**config.mk**
```make
export PLATFORM = sky130hd
export DESIGN_NAME = display_rail_enable_sequencer
export DESIGN_NICKNAME = d
export VERILOG_FILES = /design/src/design/rail_seq_pkg.sv /design/src/design/display_rail_enable_sequencer.sv
export SDC_FILE = /design/constraint.sdc
export NUM_CORES = 1
export LEC_CHECK = 0
export BUFFER_PORTS_ARGS = -buffer_cell sky130_fd_sc_hd__clkbuf_2
export CAP_MARGIN = 20
export CORE_MARGIN = 2
export CORE_UTILIZATION = 59
export DETAILED_ROUTE_END_ITERATION = 7
export PLACE_DENSITY = 0.84
export SETUP_SLACK_MARGIN = 0.02
export SLEW_MARGIN = 40
export SYNTH_ARGS = -nofsm -noshare
export SYNTH_HDL_FRONTEND = slang
export SYNTH_SLANG_ARGS = --single-unit
```
**constraint.sdc**
```tcl
create_clock -name pclk -period 4.2 [get_ports pclk]
set_clock_uncertainty 0.1 [all_clocks]
set_input_delay 0.84 -clock pclk [delete_from_list [all_inputs] [get_ports pclk]]
set_output_delay 0.84 -clock pclk [all_outputs]
set_load 0.03 [all_outputs]
```
**src/design/rail_seq_pkg.sv**
```systemverilog
// Package for the display rail enable sequencer.
// Assumes a 50 MHz pclk and a 32-bit APB register bus.
`default_nettype none
package rail_seq_pkg;
  // Register indices; each register is one aligned word at four times it
  localparam int STATUS_IDX = 4;
  localparam int ENABLE_IDX = 5;
  localparam int RAIL_STATE_IDX = 6;
  // Register byte offsets
  localparam logic [11:0] STATUS_OFFSET = 12'(STATUS_IDX * 4);
  localparam logic [11:0] ENABLE_OFFSET = 12'(ENABLE_IDX * 4);
  localparam logic [11:0] RAIL_STATE_OFFSET = 12'(RAIL_STATE_IDX * 4);
  // Status register field: start both rails together
  localparam int SEQ_TOGETHER_BIT = 4;
  localparam logic [7:0] STATUS_RESET = 8'h00;
  // Enable register fields
  localparam int BOOST_EN_BIT = 0;
  localparam int NEG_EN_BIT = 1;
  localparam int POS_EN_BIT = 2;
  localparam int OFF_NODELAY_BIT = 4;
  localparam int UV_SHUTDOWN_BIT = 5;
  localparam int HIZ_BIT = 6;
  localparam int FAST_SS_BIT = 7;
  localparam logic [7:0] ENABLE_RESET = 8'h27;
  // Times in microseconds and clock rate
  localparam int CLK_HZ = 50_000_000;
  localparam int SEQ_DELAY_US = 2000;
  localparam int SEQ_DELAY_CYC = SEQ_DELAY_US * (CLK_HZ / 1_000_000);
  localparam int DLY_W = 17;

  // Inputs that arrive from the analog side
  typedef struct packed {
    logic uvlo_ok;
    logic boost_ss_done;
    logic pos_ss_done;
    logic neg_ss_done;
  } analog_in_t;

  // Rail control outputs
  typedef struct packed {
    logic boost_rail_en;
    logic pos_ldo_rail_en;
    logic neg_pump_rail_en;
    logic pos_discharge_en;
    logic pulldown_off;
    logic fast_soft_start;
  } rail_ctl_t;
endpackage
`default_nettype wire

```
**src/design/display_rail_enable_sequencer.sv**
```systemverilog
// Enable sequencer for the boost, positive LDO and negative pump rails.
// Assumes enable pins, soft-start flags and UVLO already synchronous.
//
// Decided for this implementation: the register offsets and the APB interface to the registers.
`default_nettype none
module display_rail_enable_sequencer
  import rail_seq_pkg::*;
#(
  parameter int DELAY_CYC = SEQ_DELAY_CYC
) (
  input wire logic pclk,
  input wire logic presetn,
  input wire logic psel,
  input wire logic penable,
  input wire logic pwrite,
  input wire logic [11:0] paddr,
  input wire logic [31:0] pwdata,
  output logic [31:0] prdata,
  output logic pready,
  output logic pslverr,
  input wire logic pos_rail_en_pin,
  input wire logic neg_rail_en_pin,
  input wire analog_in_t analog_in,
  output rail_ctl_t rail_ctl
);

  // Whole module state in one record
  // The record holds three groups of state:
  //  - the two software registers, status and enable
  //  - the previous pin levels, used to find falling and rising edges
  //  - one flag per rail plus a waiting flag and counter per delay
  // The waiting flags say that a 2ms delay is running; the counters
  // only count while their flag is set, and restart from zero each
  // time the event that starts them happens again.
  // The APB answer (read data, ready, error) sits here as well, so
  // that every port comes straight from this one register.
  // Pin edges are taken from the registered copy of the pin level;
  // after reset both copies are low, the idle level of a pulled-down
  // pin, so no false edge follows reset.
  typedef struct packed {
    logic [7:0] status;
    logic [7:0] enable;
    logic pos_pin;
    logic neg_pin;
    logic pos_on;
    logic neg_on;
    logic boost_on;
    logic neg_wait;
    logic [DLY_W-1:0] neg_cnt;
    logic pos_off_wait;
    logic [DLY_W-1:0] off_cnt;
    logic dis_on;
    logic dis_wait;
    logic [DLY_W-1:0] dis_cnt;
    logic [31:0] rdata;
    logic ready;
    logic err;
    rail_ctl_t ctl;
  } state_t;

  state_t s_q, s_d;

  // Delay terminal value, sized to the counters
  localparam logic [DLY_W-1:0] DLY_END = DLY_W'(DELAY_CYC - 1);

  // Counter step: true when a running delay has expired
  // A counter starts at zero in the cycle its delay begins and is
  // compared with DELAY_CYC - 1, so a delay lasts DELAY_CYC cycles
  // from the edge that saw the trigger to the edge that acts on it.
  // The counter width limits DELAY_CYC to two to the DLY_W cycles;
  // a faster clock needs a wider counter.
  function automatic logic expired(input logic [DLY_W-1:0] c);
    expired = (c == DLY_END);
  endfunction

  // Next-state logic
  always_comb begin
    logic acc, pos_fall, neg_fall, neg_rise;
    logic uv, pos_req, neg_req, boost_req, together;
    // Locals start from known values on every pass
    acc = 1'b0;
    pos_fall = 1'b0;
    neg_fall = 1'b0;
    neg_rise = 1'b0;
    uv = 1'b0;
    pos_req = 1'b0;
    neg_req = 1'b0;
    boost_req = 1'b0;
    together = 1'b0;
    s_d = s_q;
    acc = psel && penable && !s_q.ready;
    // Pins are pulled down off chip; X never arrives here
    s_d.pos_pin = pos_rail_en_pin;
    s_d.neg_pin = neg_rail_en_pin;
    pos_fall = s_q.pos_pin && !pos_rail_en_pin;
    neg_fall = s_q.neg_pin && !neg_rail_en_pin;
    neg_rise = !s_q.neg_pin && neg_rail_en_pin;
    uv = !analog_in.uvlo_ok;
    together = s_q.status[SEQ_TOGETHER_BIT];
    pos_req = pos_rail_en_pin && s_q.enable[POS_EN_BIT];
    neg_req = neg_rail_en_pin && s_q.enable[NEG_EN_BIT];
    boost_req = s_q.enable[BOOST_EN_BIT] &&
        (pos_rail_en_pin || neg_rail_en_pin);

    // Positive rail start after boost soft-start
    // The rail starts only once the boost is on and reports its
    // soft-start done. When the pin falls with the off delay chosen,
    // the rail stays up and a 2ms count begins; the pin rising again
    // during that count cancels it and keeps the rail on.
    // With the no-delay bit set the rail drops at the pin's fall.
    if (pos_req && analog_in.boost_ss_done && s_q.boost_on) begin
      s_d.pos_on = 1'b1;
      s_d.pos_off_wait = 1'b0;
    end else if (pos_fall && !s_q.enable[OFF_NODELAY_BIT] && s_q.pos_on) begin
      s_d.pos_off_wait = 1'b1;
      s_d.off_cnt = '0;
    end else if (!pos_req && !s_q.pos_off_wait) begin
      s_d.pos_on = 1'b0;
    end
    // Off delay count
    if (s_q.pos_off_wait) begin
      if (pos_req) begin
        s_d.pos_off_wait = 1'b0;
      end else if (expired(s_q.off_cnt)) begin
        s_d.pos_off_wait = 1'b0;
        s_d.pos_on = 1'b0;
      end else begin
        s_d.off_cnt = s_q.off_cnt + 1'b1;
      end
    end

    // Boost: held on while positive off-delay runs
    // Uses the next off-delay flag so the boost does not blink off
    // for one cycle while the positive delay is just starting, and so
    // boost and positive rail drop in the same cycle at its end.
    s_d.boost_on = (boost_req || s_d.pos_off_wait) && !uv;
    if (!pos_rail_en_pin && !neg_rail_en_pin &&
        !s_d.pos_off_wait) begin
      s_d.boost_on = 1'b0;
    end

    // Negative rail start
    // Sequenced mode: the 2ms count starts at the later of boost done
    // and the pin high, since losing either clears the wait flag and
    // the count restarts when both hold again.
    // Together mode: the rail starts with the positive rail, in the
    // first cycle after the boost has finished its soft-start.
    if (!neg_req || !analog_in.boost_ss_done || !s_q.boost_on) begin
      s_d.neg_on = 1'b0;
      s_d.neg_wait = 1'b0;
    end else if (!s_q.neg_on) begin
      if (together) begin
        s_d.neg_on = 1'b1;
      end else if (!s_q.neg_wait || neg_rise) begin
        s_d.neg_wait = 1'b1;
        s_d.neg_cnt = '0;
      end else if (expired(s_q.neg_cnt)) begin
        s_d.neg_on = 1'b1;
        s_d.neg_wait = 1'b0;
      end else begin
        s_d.neg_cnt = s_q.neg_cnt + 1'b1;
      end
    end

    // Discharge resistor on the positive rail
    // Engaged when the negative pin falls; released after 2ms only if
    // the positive pin is still high then. It is also engaged while
    // the positive pin is low, and dropped while the positive rail
    // runs with no pending release.
    // Hi-Z mode masks it at the output, not here, so the state is kept
    // and the resistor returns as soon as Hi-Z is cleared.
    if (neg_fall) begin
      s_d.dis_on = 1'b1;
      s_d.dis_wait = pos_rail_en_pin;
      s_d.dis_cnt = '0;
    end else if (pos_fall || !pos_rail_en_pin) begin
      s_d.dis_on = !s_q.pos_on || pos_fall || s_q.dis_on;
      s_d.dis_wait = 1'b0;
    end else if (s_q.dis_wait) begin
      if (expired(s_q.dis_cnt)) begin
        s_d.dis_on = 1'b0;
        s_d.dis_wait = 1'b0;
      end else begin
        s_d.dis_cnt = s_q.dis_cnt + 1'b1;
      end
    end else if (s_q.pos_on) begin
      s_d.dis_on = 1'b0;
    end

    // Undervoltage drops every rail in one cycle
    // Placed last among the rail updates so it wins over every start,
    // and the positive off delay and negative start delay are dropped so no rail restarts by itself;
    // the registers keep their contents through undervoltage.
    if (uv) begin
      s_d.boost_on = 1'b0;
      s_d.pos_on = 1'b0;
      s_d.neg_on = 1'b0;
      s_d.pos_off_wait = 1'b0;
      s_d.neg_wait = 1'b0;
    end

    // Outputs registered from next state
    // Taking the outputs from the next state keeps every port on a
    // flip-flop without adding a cycle of lag behind the rail flags.
    s_d.ctl.boost_rail_en = s_d.boost_on;
    s_d.ctl.pos_ldo_rail_en = s_d.pos_on;
    s_d.ctl.neg_pump_rail_en = s_d.neg_on;
    s_d.ctl.pos_discharge_en = s_d.dis_on && !s_q.enable[HIZ_BIT];
    s_d.ctl.pulldown_off = s_q.enable[HIZ_BIT];
    // Ramp rate is fixed in the regulator; only the time base is chosen
    s_d.ctl.fast_soft_start = s_q.enable[FAST_SS_BIT];

    // APB slave: one wait state, answer in second access cycle
    // The access is taken in the first access cycle; a write lands at
    // that edge and the answer shows one cycle later for one cycle.
    // Ready itself blocks a second take of the same access, since the
    // master still holds psel and penable in the answer cycle.
    // Unmapped addresses answer with an error and read as zero.
    // Only the low byte of each register is kept; upper bits read 0.
    s_d.ready = acc;
    s_d.err = 1'b0;
    s_d.rdata = '0;
    if (acc) begin
      unique case (paddr)
        STATUS_OFFSET: begin
          if (pwrite) begin
            s_d.status = pwdata[7:0];
          end
          s_d.rdata = {24'h00_0000, s_q.status};
        end
        ENABLE_OFFSET: begin
          if (pwrite) begin
            s_d.enable = pwdata[7:0];
          end
          s_d.rdata = {24'h00_0000, s_q.enable};
        end
        RAIL_STATE_OFFSET: begin
          // Read-only live view of the sequencer
          s_d.rdata = {26'h000_0000, s_q.ctl};
        end
        default: begin
          s_d.err = 1'b1;
        end
      endcase
    end
  end

  // State register
  // Reset loads only constants: registers to their reset values, the
  // discharge resistor engaged and every rail off. The pin copies
  // reset low to match the pulled-down idle level of the pins.
  always_ff @(posedge pclk or negedge presetn) begin
    if (!presetn) begin
      s_q <= '0;
      s_q.status <= STATUS_RESET;
      s_q.enable <= ENABLE_RESET;
      s_q.dis_on <= 1'b1;
      s_q.ctl.pos_discharge_en <= 1'b1;
    end else begin
      s_q <= s_d;
    end
  end

  // Ports are plain wires from the state register
  assign prdata = s_q.rdata;
  assign pready = s_q.ready;
  assign pslverr = s_q.err;
  assign rail_ctl = s_q.ctl;

endmodule
`default_nettype wire

```
Yosys cells after proc, flatten, opt, wreduce, memory -nomap -nowiden
Cells that the tools add are included.
- bits in latches: 0
- memory bits (read-only): 0
- bits in writable memories: 0
- flip-flop bits (word level): 113
- input bits: 55
- memories kept: 0
- output and inout bits: 40
- logic and storage cells: 124
- bitwise operators: 3
- $lt $le $gt $ge: 0
- shift operators: 0
- $add $sub $neg: 3
- div/mod/pow operators: 0
- mux-type cells: 40
- reduce and logical (&&, ||, !) cells: 46
- equality and inequality tests: 12
- $mul: 0
- operator list (operator ; count):
    $mux W18 ; 6
    $mux W17 ; 6
    $add A17 B1 Y17 const B ; 3
    $eq A17 B17 Y1 const B ; 3
    $eq A12 B5 Y1 const B ; 3
    $pmux W8 S3 ; 1
    $mux W1 ; 22
    $mux W19 ; 1
    $logic_and A1 B1 Y1 ; 17
    $logic_not A1 Y1 ; 14
    $reduce_and A3 Y1 ; 4
    $logic_or A1 B1 Y1 ; 8
    $mux W8 ; 1
    $ne A2 B2 Y1 const B ; 3
    $ne A3 B2 Y1 const B ; 2
    $mux W2 ; 2
    $mux W4 ; 1
    $ne A4 B1 Y1 const B ; 1
    $reduce_and A4 Y1 ; 1
    $not A1 Y1 ; 3
    $reduce_or A3 Y1 ; 1
    $reduce_bool A2 Y1 ; 1

Longest topological paths before layout
Gate-level depths: netlist of run 1.
- depth in word-level cells: 13
- gate-level depth with buffers: 7

Worst setup path before layout of run 1
Ideal clock, no wire load.
- path kind: in2reg
- from: input paddr[1]
- to: register s_q (netlist bit s_d[0])
- path slack: 1856 ps
- stages on the path: 5
- library setup time: 125 ps
- arrival time: 2120 ps
- cell sequence: nor4b_1 > nand3_1 > nor2_2 > nand4_2 > mux2_2
- cells in the longest elaborated chain, start to end: 2
- RTL lines (what ; RTL line ; source):
    start, declared ; display_rail_enable_sequencer.sv:16 ; input wire logic [11:0] paddr,
    $eq A12 B5 Y1 ; display_rail_enable_sequencer.sv:224 ; unique case (paddr)
    $reduce_and A3 Y1 (no line) ; - ;
    end, declared ; display_rail_enable_sequencer.sv:61 ; state_t s_q, s_d;
Every way passes these cells.
A chain may end at the register's enable or synchronous reset.

==> results of run 1 <==
==> power by group <==
| part | switching, mW | internal (mW) |
|---|---|---|
| combinational | 0.0699 | 0.0225 |
| sequential | 0.00546 | 0.864 |
| clock | 0.326 | 0.226 |
| total | 0.401 | 1.11 |
==> synthesized netlist by cell type (8+ instances only) <==
| cell | number |
|---|---|
| o21ai_0 | 27 |
| nor3_1 | 13 |
| nor2_1 | 39 |
| inv_1 | 8 |
| nand4_1 | 15 |
| xor2_1 | 10 |
| nand3_1 | 33 |
| buf_4 | 38 |
| mux2_2 | 23 |
| dfrtp_1 | 83 |
| xnor2_1 | 9 |
| nand2_1 | 37 |
| a21oi_1 | 21 |
==> sequential cells by signal (all words and copies together) (netlist names) <==
signal    count
s_q          71
rail_ctl      6
pready        1
s_d           2
prdata        8
pslverr       1
==> routing by layer <==
layer / global-route usage (%) / part of all wire [%] / vias up / wire length [um]
li1: - / - / 1705 / -
met1: 31.2 / 42 / 1753 / 4120
met2: 38.5 / 51 / 104 / 5020
met3: 6.43 / 4.5 / 19 / 443
met4: 8.21 / 2.0 / 0 / 192
met5: 0 / 0 / - / 0
==> cell type report <==
class                           instances  area share [%]
Sequential cell                        89            44.7
Timing Repair Buffer                   46            4.83
Clock inverter                          7            1.23
Clock buffer                            9            2.48
Multi-Input combinational cell        349            43.6
Tap cell                              102            2.55
Inverter                                8           0.601
==> metrics by stage <==
stage               worst slack, ps  area, um2
floorplan                      1860       4750
global placement               1510       4790
detailed placement             1390       4790
CTS                            1610       4970
global route                   1640       5000
finish                         1810       5000
==> path summary, 6_finish.rpt <==
path,startpoint,end,slack (ps),cells past startpoint
max reg2reg,s_q[59],s_q[62],1880,6
max,pos_rail_en_pin,s_q[68],1810,5
min reg2reg,s_d[0],rail_ctl[0],310,0
max in group asynchronous,presetn,rail_ctl[2],2820,2
min in group asynchronous,presetn,s_q[49],340,1
min,s_d[0],rail_ctl[0],310,0
==> critical path, delay by kind of cell <==
kind	cells	cell delay, ps
simple gates	2	800
compound gates	2	730
buf+inv	1	190
==> logic make-up after synthesis <==
logic type / count (synthesis)
AND/OR/NAND/NOR: 196
flip-flops: 89
buffers and inverters: 57
XOR/XNOR: 19
multiplexers: 28
AO/OA/AOI/OAI: 79
other: 1
adder cells (fa/ha/maj): 3
==> impl_results.md, run 1 <==
- Outcome: complete, no violations
- Total power: around 1.5 mW
- Syn avg cell area: about 9.9 um2
- Post-Layout Cell Count: about 600
- Max-cap violations: 0
- DRC viols: 0
- HP Class: reg -> reg
- Final Setup Violations: 0
- Period utilization: roughly 57%
- Slew Viols, Final: 0
- Placed insts: a little under 600
- Cell taking the most area after synthesis: dfrtp_1
- WL per Instance: 16.0 um
- Clock Pin Slew Worst Setup and Hold Paths: 90 ps
- Max rail drop VDD: 0.000254 V
- Worst path slowest cell: a21boi_0
- Share of cells above drive strength 1: around 22%
- Crit-path max FO: 14
- Commonest non-fill, non-tap cell in the layout: dfrtp_1
- DRT Pass-1 Iters: 4
- Post-CTS setup buffers: 0
- Post-route ant nets: 0
- Post-Synth Adder-Cell Area: less than 1%
- CP Cell Sequence: clkbuf_2, a21boi_0, nand2_1, or2_2, o31ai_1
- CTS Buf Count: 9
- Die Y: between 90 and 100 um
- 1st-iter DRT viols: roughly 240
- Area occupied by multi-input gates: roughly 0.0022 mm2
- Final core occ: between 60% and 70%
- Total track usage: about a quarter
- Post-synthesis mux area share: around 6.6%
- CP Data Required Time: about 4400 ps
- Synth Area in XOR/XNOR: under 10%
- Clock buffer depth: 2
- Cells after Synth: 472
- Largest net degree at the start of global routing: 64
- Largest family of logic cells by synthesized area: simple AND/OR/NAND/NOR gates
- Post-synth EDFFs: 0
- Via Count: between 3000 and 4000
- Post-synth top area share: between 40% and 50%
- TritonCTS clock tree: yes
- Layout fillers: 591
- # hold bufs at CTS: 0
- Top FF cell, synth: dfrtp_1
- Vias in the first global route: approximately 3500
- Min Hold Slack: slightly above 300 ps
- Post-CTS sizing: 0
- Total gr overflow: 0
- IO Count: 95
- Setup TNS: 0 ps
- Startpoint type of the worst setup path: input pin
- Compound-gate portion of the synthesized area: between 10% and 20%
- Clock root cell: clkbuf_8
- Setup crit end kind: register
- Initial antenna violation count: 0
- Seq cells post-synth: between 80 and 90
- Simple-Gate Fraction of Synth Area: between 20% and 30%
- Achievable Freq: ~420 MHz
- FF+latch area: between 0.002 and 0.0025 mm2
- Drt via density: just under 6
- # port buffers: 44
- Die Wd: 92.9 um
- Pwr/cell area: just over 300 mW/mm2
- Netlist Area Pre-Place: between 0.004 and 0.005 mm2
- Most frequent cells in the layout: 83 x dfrtp_1, 43 x clkbuf_2, 39 x nor2_1
- Placer Congestion: ~0.85
- Yosys cell types: 57
- Setup CP Type: in -> reg
- Synth area leaders: dfrtp_1 45%, buf_4 6.1%, mux2_2 5.5%, nand3_1 3.5%, dfstp_2 3.4%
- RSZ-0062 raised after global routing: no
- Max-slew headroom: roughly three fifths
- Worst path max stage delay: ~530 ps
- Synth async-reset ratio: 100%
- Row Count: 32
- Hpwl dp: approximately 6.7 mm
- Post-Route WL: 9.77 mm
- Num Clock Sinks: 89
- Synth Warn #: 0
- Area grow syn2layout: 7.13%
- CTS H-tree depth: 3
- First-pass GRT wire length: approximately 16 mm
- Final net count: between 500 and 600
- Worst Tran Pin Value: a little over 600 ps
- Clk_lat worst skew: 360 ps
- Final Critical Period: roughly 2400 ps
- Post-synthesis sequential area ratio: between 40% and 50%
- Core Area: 0.00769 mm2
- Final-report hold violation count: 0
- Die area: 0.00864 mm2
- Initial Util: roughly three fifths
- N_diodes: 0
- WP data arrival: roughly 2600 ps
- Total leakage power: roughly 2.3 nW
Note: power is estimated with default switching activity, not from simulation.
==> inputs of run 2 (changes only) <==
--- a/config.mk
+++ b/config.mk
@@ -8,9 +8,9 @@
 export BUFFER_PORTS_ARGS = -buffer_cell sky130_fd_sc_hd__clkbuf_2
 export CAP_MARGIN = 20
 export CORE_MARGIN = 2
-export CORE_UTILIZATION = 59
+export CORE_UTILIZATION = 50
 export DETAILED_ROUTE_END_ITERATION = 7
-export PLACE_DENSITY = 0.84
+export PLACE_DENSITY = 0.76
 export SETUP_SLACK_MARGIN = 0.02
 export SLEW_MARGIN = 40
 export SYNTH_ARGS = -nofsm -noshare
==> constraint.sdc (replaced) <==
create_clock -name pclk -period 2 [get_ports pclk]
set_clock_uncertainty 0.1 [all_clocks]
set_input_delay 0.4 -clock pclk [delete_from_list [all_inputs] [get_ports pclk]]
set_output_delay 0.4 -clock pclk [all_outputs]
set_load 0.03 [all_outputs]
==> run 2 against run 1 <==
Global-route usage decreased by 3.2 points. Register-to-register slack lost 1800 ps. Sequential share of layout area fell by 4.2 points. Sequential power grew 110%. Hold slack worse by 140 ps. Via count is 4.2% higher. Critical endpoint is now s_q[82]. Largest power group unchanged.
==> impl_results.md, run 2 (synthesis results as in run 1) <==
- Outcome: complete, no violations
- First-pass GRT wire length: about 17 mm
- Setup CP Type: reg -> reg
- Worst Tran Pin Value: roughly 480 ps
- Initial antenna violation count: 0
- Post-Route WL: around 10 mm
- R2r setup slk: about 57 ps
- Final-report hold violation count: 0
- Max-slew headroom: ~67%
- Post-route ant nets: 0
- Total track usage: 20.6%
- Die Wd: 101 um
- Final Critical Period: 1940 ps
- Drt via density: 5.54
- Area grow syn2layout: 18.3%
- Commonest non-fill, non-tap cell in the layout: dfrtp_1
- 1st-iter DRT viols: 198
- N_diodes: 0
- Total power: roughly 3.2 mW
- WL per Instance: about 15 um
- CP Data Required Time: roughly 2200 ps
- CP Cell Sequence: nor4bb_2, nand4_1, or2_2, a311o_1, o31ai_1
- RR Startpoint: s_q[83]
- Final core occ: ~60%
- Min Hold Slack: 163 ps
- Max-cap violations: 0
- Vias in the first global route: approximately 3600
- Largest net degree at the start of global routing: 54
- Hold path startpoint: pwdata[7]
- Worst path max stage delay: about 480 ps
- Setup crit end kind: register
- Core Area: about 0.0092 mm2
- Crit-path max FO: 7
- Max rail drop VDD: roughly 0.00059 V
- HP Class: in -> reg
- DRT Pass-1 Iters: 4
- Row Count: 35
- Die Y: roughly 100 um
- Period utilization: between 90 and 100%
- Hpwl dp: ~7.4 mm
- IO Count: 95
- Total leakage power: about 2.6 nW
- Clk_lat worst skew: ~370 ps
- Clock Pin Slew Worst Setup and Hold Paths: approximately 100 ps
- Clock buffer depth: 2
- RSZ-0062 raised after global routing: yes
- First element of the critical path: s_q[83]
- CTS Buf Count: 9
- Pwr/cell area: a little under 600 mW/mm2
- Layout fillers: around 730
- Clock root cell: clkbuf_8
- Area occupied by multi-input gates: roughly 0.0023 mm2
- FF+latch area: 0.00224 mm2
- Placer Congestion: ~0.9
- TritonCTS clock tree: yes
- Startpoint type of the worst setup path: register
- Achievable Freq: around 510 MHz
- Max reg flops: just over 70
- # port buffers: between 40 and 50
- Worst path slowest cell: dfrtp_1
- Initial Util: approximately 51%
- WP data arrival: between 2000 and 2500 ps
- Via Count: approximately 3700
- Final net count: 616
- DRC viols: 0
- Largest Register: s_q
- Total gr overflow: 0
- Share of cells above drive strength 1: between 30% and 40%
- Die area: 0.0101 mm2
- CTS H-tree depth: 3
- Most frequent cells in the layout: 82 x dfrtp_1, 54 x buf_4, 43 x clkbuf_2
- Num Clock Sinks: just under 90
- Slew Viols, Final: 0
- Final Setup Violations: 0
[run 2: final timing paths]
kind / depth (start not counted) / endpoint
min reg2reg: 0 / rail_ctl[0]
min: 2 / s_d[0]
max in group asynchronous: 3 / s_q[58]
min in group asynchronous: 2 / s_q[77]
max reg2reg: 5 / s_q[82]
max: 5 / s_q[82]
[run 2: final cells by class]
| type | count | share of cell area, % |
|---|---|---|
| multi-input combinational | 349 | 40.8 |
| sequential | 89 | 40.5 |
| timing repair buffer | 101 | 12.2 |
| tap | 111 | 2.52 |
| clock buffer | 9 | 2.24 |
| clock inverter | 7 | 1.20 |
| inverter | 8 | 0.544 |
[run 2: stage by stage]
stage                     instance area [um2]  instances  setup TNS [ps]  setup slack (ps)
final                                    5520        674               0              56.9
after global routing                     5520        674           -64.1             -43.9
after CTS                                5400        671               0              54.7
after detailed placement                 5190        654               0             0.607
after global placement                   5190        654               0              70.4
after floorplan                          4750        495               0              74.1
[run 2: critical path: cells and delay by family (launching register included)]
family	cells	cell delay, ps
and+or+nand+nor	3	940
AOI/OAI and AO/OA	2	350
DFF	1	480
[run 2: per-layer routing]
| metal | wire length, um | vias up | part of all wire (%) | global-route usage (%) |
|---|---|---|---|---|
| met2 | 5190 | 69 | 51 | 33.5 |
| met3 | 347 | 13 | 3.4 | 4.65 |
| met4 | 116 | 0 | 1.2 | 5.90 |
| met5 | 0 | - | 0 | 0 |
| met1 | 4430 | 1839 | 44 | 27.8 |
| li1 | - | 1812 | - | - |
[run 2: timing repair]
item                                   CTS  global route
buffers inserted                         0             3
pin swaps                                0             7
endpoints found under the hold margin   12             0
hold buffers                             1             0
gates cloned                             0             0
setup endpoints to repair                3            22
resized for setup                        3            18
[run 2: power breakdown]
group	switching [mW]	internal (mW)	leakage (nW)
clock network	0.725	0.489	0.0991
logic	0.150	0.0580	1.28
registers	0.0107	1.81	1.21
==> inputs of run 3 (changes only) <==
--- a/config.mk
+++ b/config.mk
@@ -5,12 +5,13 @@
 export SDC_FILE = /design/constraint.sdc
 export NUM_CORES = 1
 export LEC_CHECK = 0
+export ABC_AREA = 1
 export BUFFER_PORTS_ARGS = -buffer_cell sky130_fd_sc_hd__clkbuf_2
 export CAP_MARGIN = 20
 export CORE_MARGIN = 2
-export CORE_UTILIZATION = 50
+export CORE_UTILIZATION = 52
 export DETAILED_ROUTE_END_ITERATION = 7
-export PLACE_DENSITY = 0.76
+export PLACE_DENSITY = 0.77
 export SETUP_SLACK_MARGIN = 0.02
 export SLEW_MARGIN = 40
 export SYNTH_ARGS = -nofsm -noshare
==> run 3 against run 2 <==
First-iteration DRC count up 7.6%. Hold slack worse by 52 ps. Combinational power up 13%. Sequential cell count unchanged. Non-clock buffer count down 40. Cell area up 9.1%.
==> impl_results.md, run 3 <==
- Outcome: complete, no violations
- Design Area, Final: 0.00602 mm2
- Most common library cells after synthesis: 246 x nand2_1, 83 x dfrtp_1, 80 x nand3_1, 80 x nor2_1, 74 x inv_1
- Hold Path Stages: 1
- Via Count: slightly below 5000
- Max reg flops: slightly above 70
- Total leakage power: just under 3 nW
- Seq cells post-synth: a little under 90
- Max rail drop VDD: between 0.0005 and 0.0006 V
- Post-Route WL: about 12 mm
- Num Clock Sinks: 89
- Final Setup Violations: 0
- R2r endpoint: s_q[52]
- Pwr/cell area: around 540 mW/mm2
- CTS H-tree depth: 3
- R2R cell count: 11
- Post-synthesis sequential area ratio: about 40%
- WP data arrival: 2000 ps
- Post-synth EDFFs: 0
- Setup CP Type: reg -> reg
- DRC viols: 0
- Yosys cell types: 39
- Synth Warn #: 0
- Setup TNS: 0 ps
- Crit-path max FO: 10
- CP Data Required Time: roughly 2200 ps
- Combinational power share: 7.3%
- Layout fillers: 964
- Cells after Synth: 781
- Most common cell in the netlist: nand2_1
- R2r setup slk: 180 ps
- IO Count: 95
- Post-synth top area share: between 30% and 40%
- Clock power share: about 36%
- Placer Congestion: 0.929
- Netlist Area Pre-Place: between 0.005 and 0.006 mm2
- Hold path startpoint: neg_rail_en_pin
- N_diodes: 0
- Sequential share of power: 56.4%
- Final net count: just under 900
- Top cell by count, worst path: nand2_1
- Net Sw Frac: 28.0%
- Initial Util: about 54%
- Top FF cell, synth: dfrtp_1
- Final Critical Period: roughly 1800 ps
- Total gr overflow: 0
- Total power: about 3.2 mW
- WL per Instance: 12.1 um
- RSZ-0062 raised after global routing: no
- Startpoint type of the worst setup path: register
- Max-cap violations: 0
- Largest Register: s_q
- Drt via density: approximately 5.1
- Dpl cell area: approximately 0.0058 mm2
- Achievable Freq: 551 MHz
- Min-Delay Endpoint: s_q[98]
- Area grow syn2layout: 8.13%
- Cell taking the most area after synthesis: dfrtp_1
- Internal power: between 2 and 2.5 mW
- Worst path slowest cell: dfrtp_1
- Final-report hold violation count: 0
- DRT Pass-1 Iters: 6
- Synth area leaders: dfrtp_1 37%, nand2_1 17%, nand3_1 7.2%, buf_4 5.5%, nor2_1 5.4%
- CTS Buf Count: 9
- Clock buffer depth: 2
- Clock Pin Slew Worst Setup and Hold Paths: approximately 100 ps
- Clk_lat worst skew: around 380 ps
- Initial antenna violation count: 0
- 1st-iter DRT viols: roughly 210
- Row Count: 37
- Most frequent cells in the layout: 245 x nand2_1, 83 x dfrtp_1, 80 x nor2_1
- Die area: 0.0116 mm2
- Die Wd: 107 um
- # port buffers: 44
- Total track usage: a little over a fifth
- Core Area: just over 0.01 mm2
- Share of cells above drive strength 1: ~16%
- Largest net degree at the start of global routing: 39
- Die Y: about 110 um
- Clock root cell: clkbuf_8
- First-pass GRT wire length: between 20 and 25 mm
- Syn avg cell area: 7.13 um2
- Min Hold Slack: ~110 ps
- HP Class: in -> reg
- TritonCTS clock tree: yes
- Commonest non-fill, non-tap cell in the layout: nand2_1
- Synth async-reset ratio: 100%
- Hpwl dp: roughly 8.5 mm
- RR Startpoint: s_q[40]
- Setup crit end kind: register
- Worst path max stage delay: 430 ps
- Vias in the first global route: 4362
- Slew Viols, Final: 0
- Period utilization: 90.8%
- Post-route ant nets: 0
- CP Cell Sequence: ha_1, nand2_2, nor2_2, inv_2, nor2_2, nand2_1, nand3_2, nand2_8, buf_12, nand2_1, nand2_1
- Sw Pwr: between 0.9 and 1 mW
[run 3: worst max-delay path by stage]
stage / startpoint / endpoint / slack [ps] / cells after the start
global route: s_q[78] / s_q[91] / 10 / 10
global placement: s_q[40] / s_q[51] / 160 / 11
finish: s_q[40] / s_q[52] / 180 / 11
floorplan: s_q[40] / s_q[46] / 290 / 11
CTS: s_q[40] / s_q[51] / 110 / 11
detailed placement: s_q[40] / s_q[55] / 140 / 11
[run 3: worst max-delay path, delay by kind of cell (launching register included)]
| family | cells | cell delay (ps) |
|---|---|---|
| and+or+nand+nor | 8 | 760 |
| DFF | 1 | 430 |
| adders and majority gates | 1 | 220 |
| buffers and inverters | 2 | 210 |
[run 3: layout make-up]
| type | instances | area, um2 | area share (%) |
|---|---|---|---|
| clock buffers | 9 | 124 | 2.06 |
| repair buffers | 61 | 390 | 6.48 |
| inverters | 88 | 335 | 5.57 |
| well taps | 136 | 170 | 2.83 |
| flip-flops and latches | 89 | 2230 | 37.1 |
| clock inverters | 7 | 53.8 | 0.893 |
| multi-input cells | 572 | 2710 | 45.1 |
[run 3: through the flow]
step | instances | utilization (%) | setup WS, ps
finish | 962 | 58.1 | 184
CTS | 958 | 57.5 | 112
detailed placement | 941 | 55.6 | 137
global route | 962 | 58.1 | 13.4
global placement | 941 | 55.6 | 156
floorplan | 804 | - | 295
[run 3: layer usage]
layer	up-vias	GRT usage, %	wire length (um)	part of all wire [%]
met5	-	0	0	0
met4	0	7.51	200	1.7
met3	13	2.54	478	4.1
met2	126	35.0	5500	47
met1	2235	30.1	5450	47
li1	2495	-	-	-
[run 3: kinds of logic (layout without fill, tap and decap cells)]
family | count (synthesis) | in the layout | share of synthesized area [%]
and+or+nand+nor | 465 | 465 | 36.6
buffers and inverters | 143 | 165 | 13.1
DFF | 89 | 89 | 40.1
AOI/OAI and AO/OA | 66 | 66 | 7.28
xor gates and xnor gates | 14 | 14 | 2.20
adders and majority gates | 3 | 3 | 0.674
other | 1 | 24 | 0.0673
[run 3: power groups by stage]
stage	logic [mW]	clock network [mW]	registers [mW]
floorplan	0.169	0	1.86
global placement	0.222	0	1.86
detailed placement	0.225	0	1.86
CTS	0.228	1.21	1.82
global route	0.263	1.26	1.83
finish	0.236	1.18	1.82
[run 3: repair_timing]
item | CTS | global route
setup endpoints to repair | 0 | 33
setup buffers | 0 | 4
hold endpoints to repair | 30 | 0
hold buffers | 1 | 0
gates resized for setup | 0 | 4
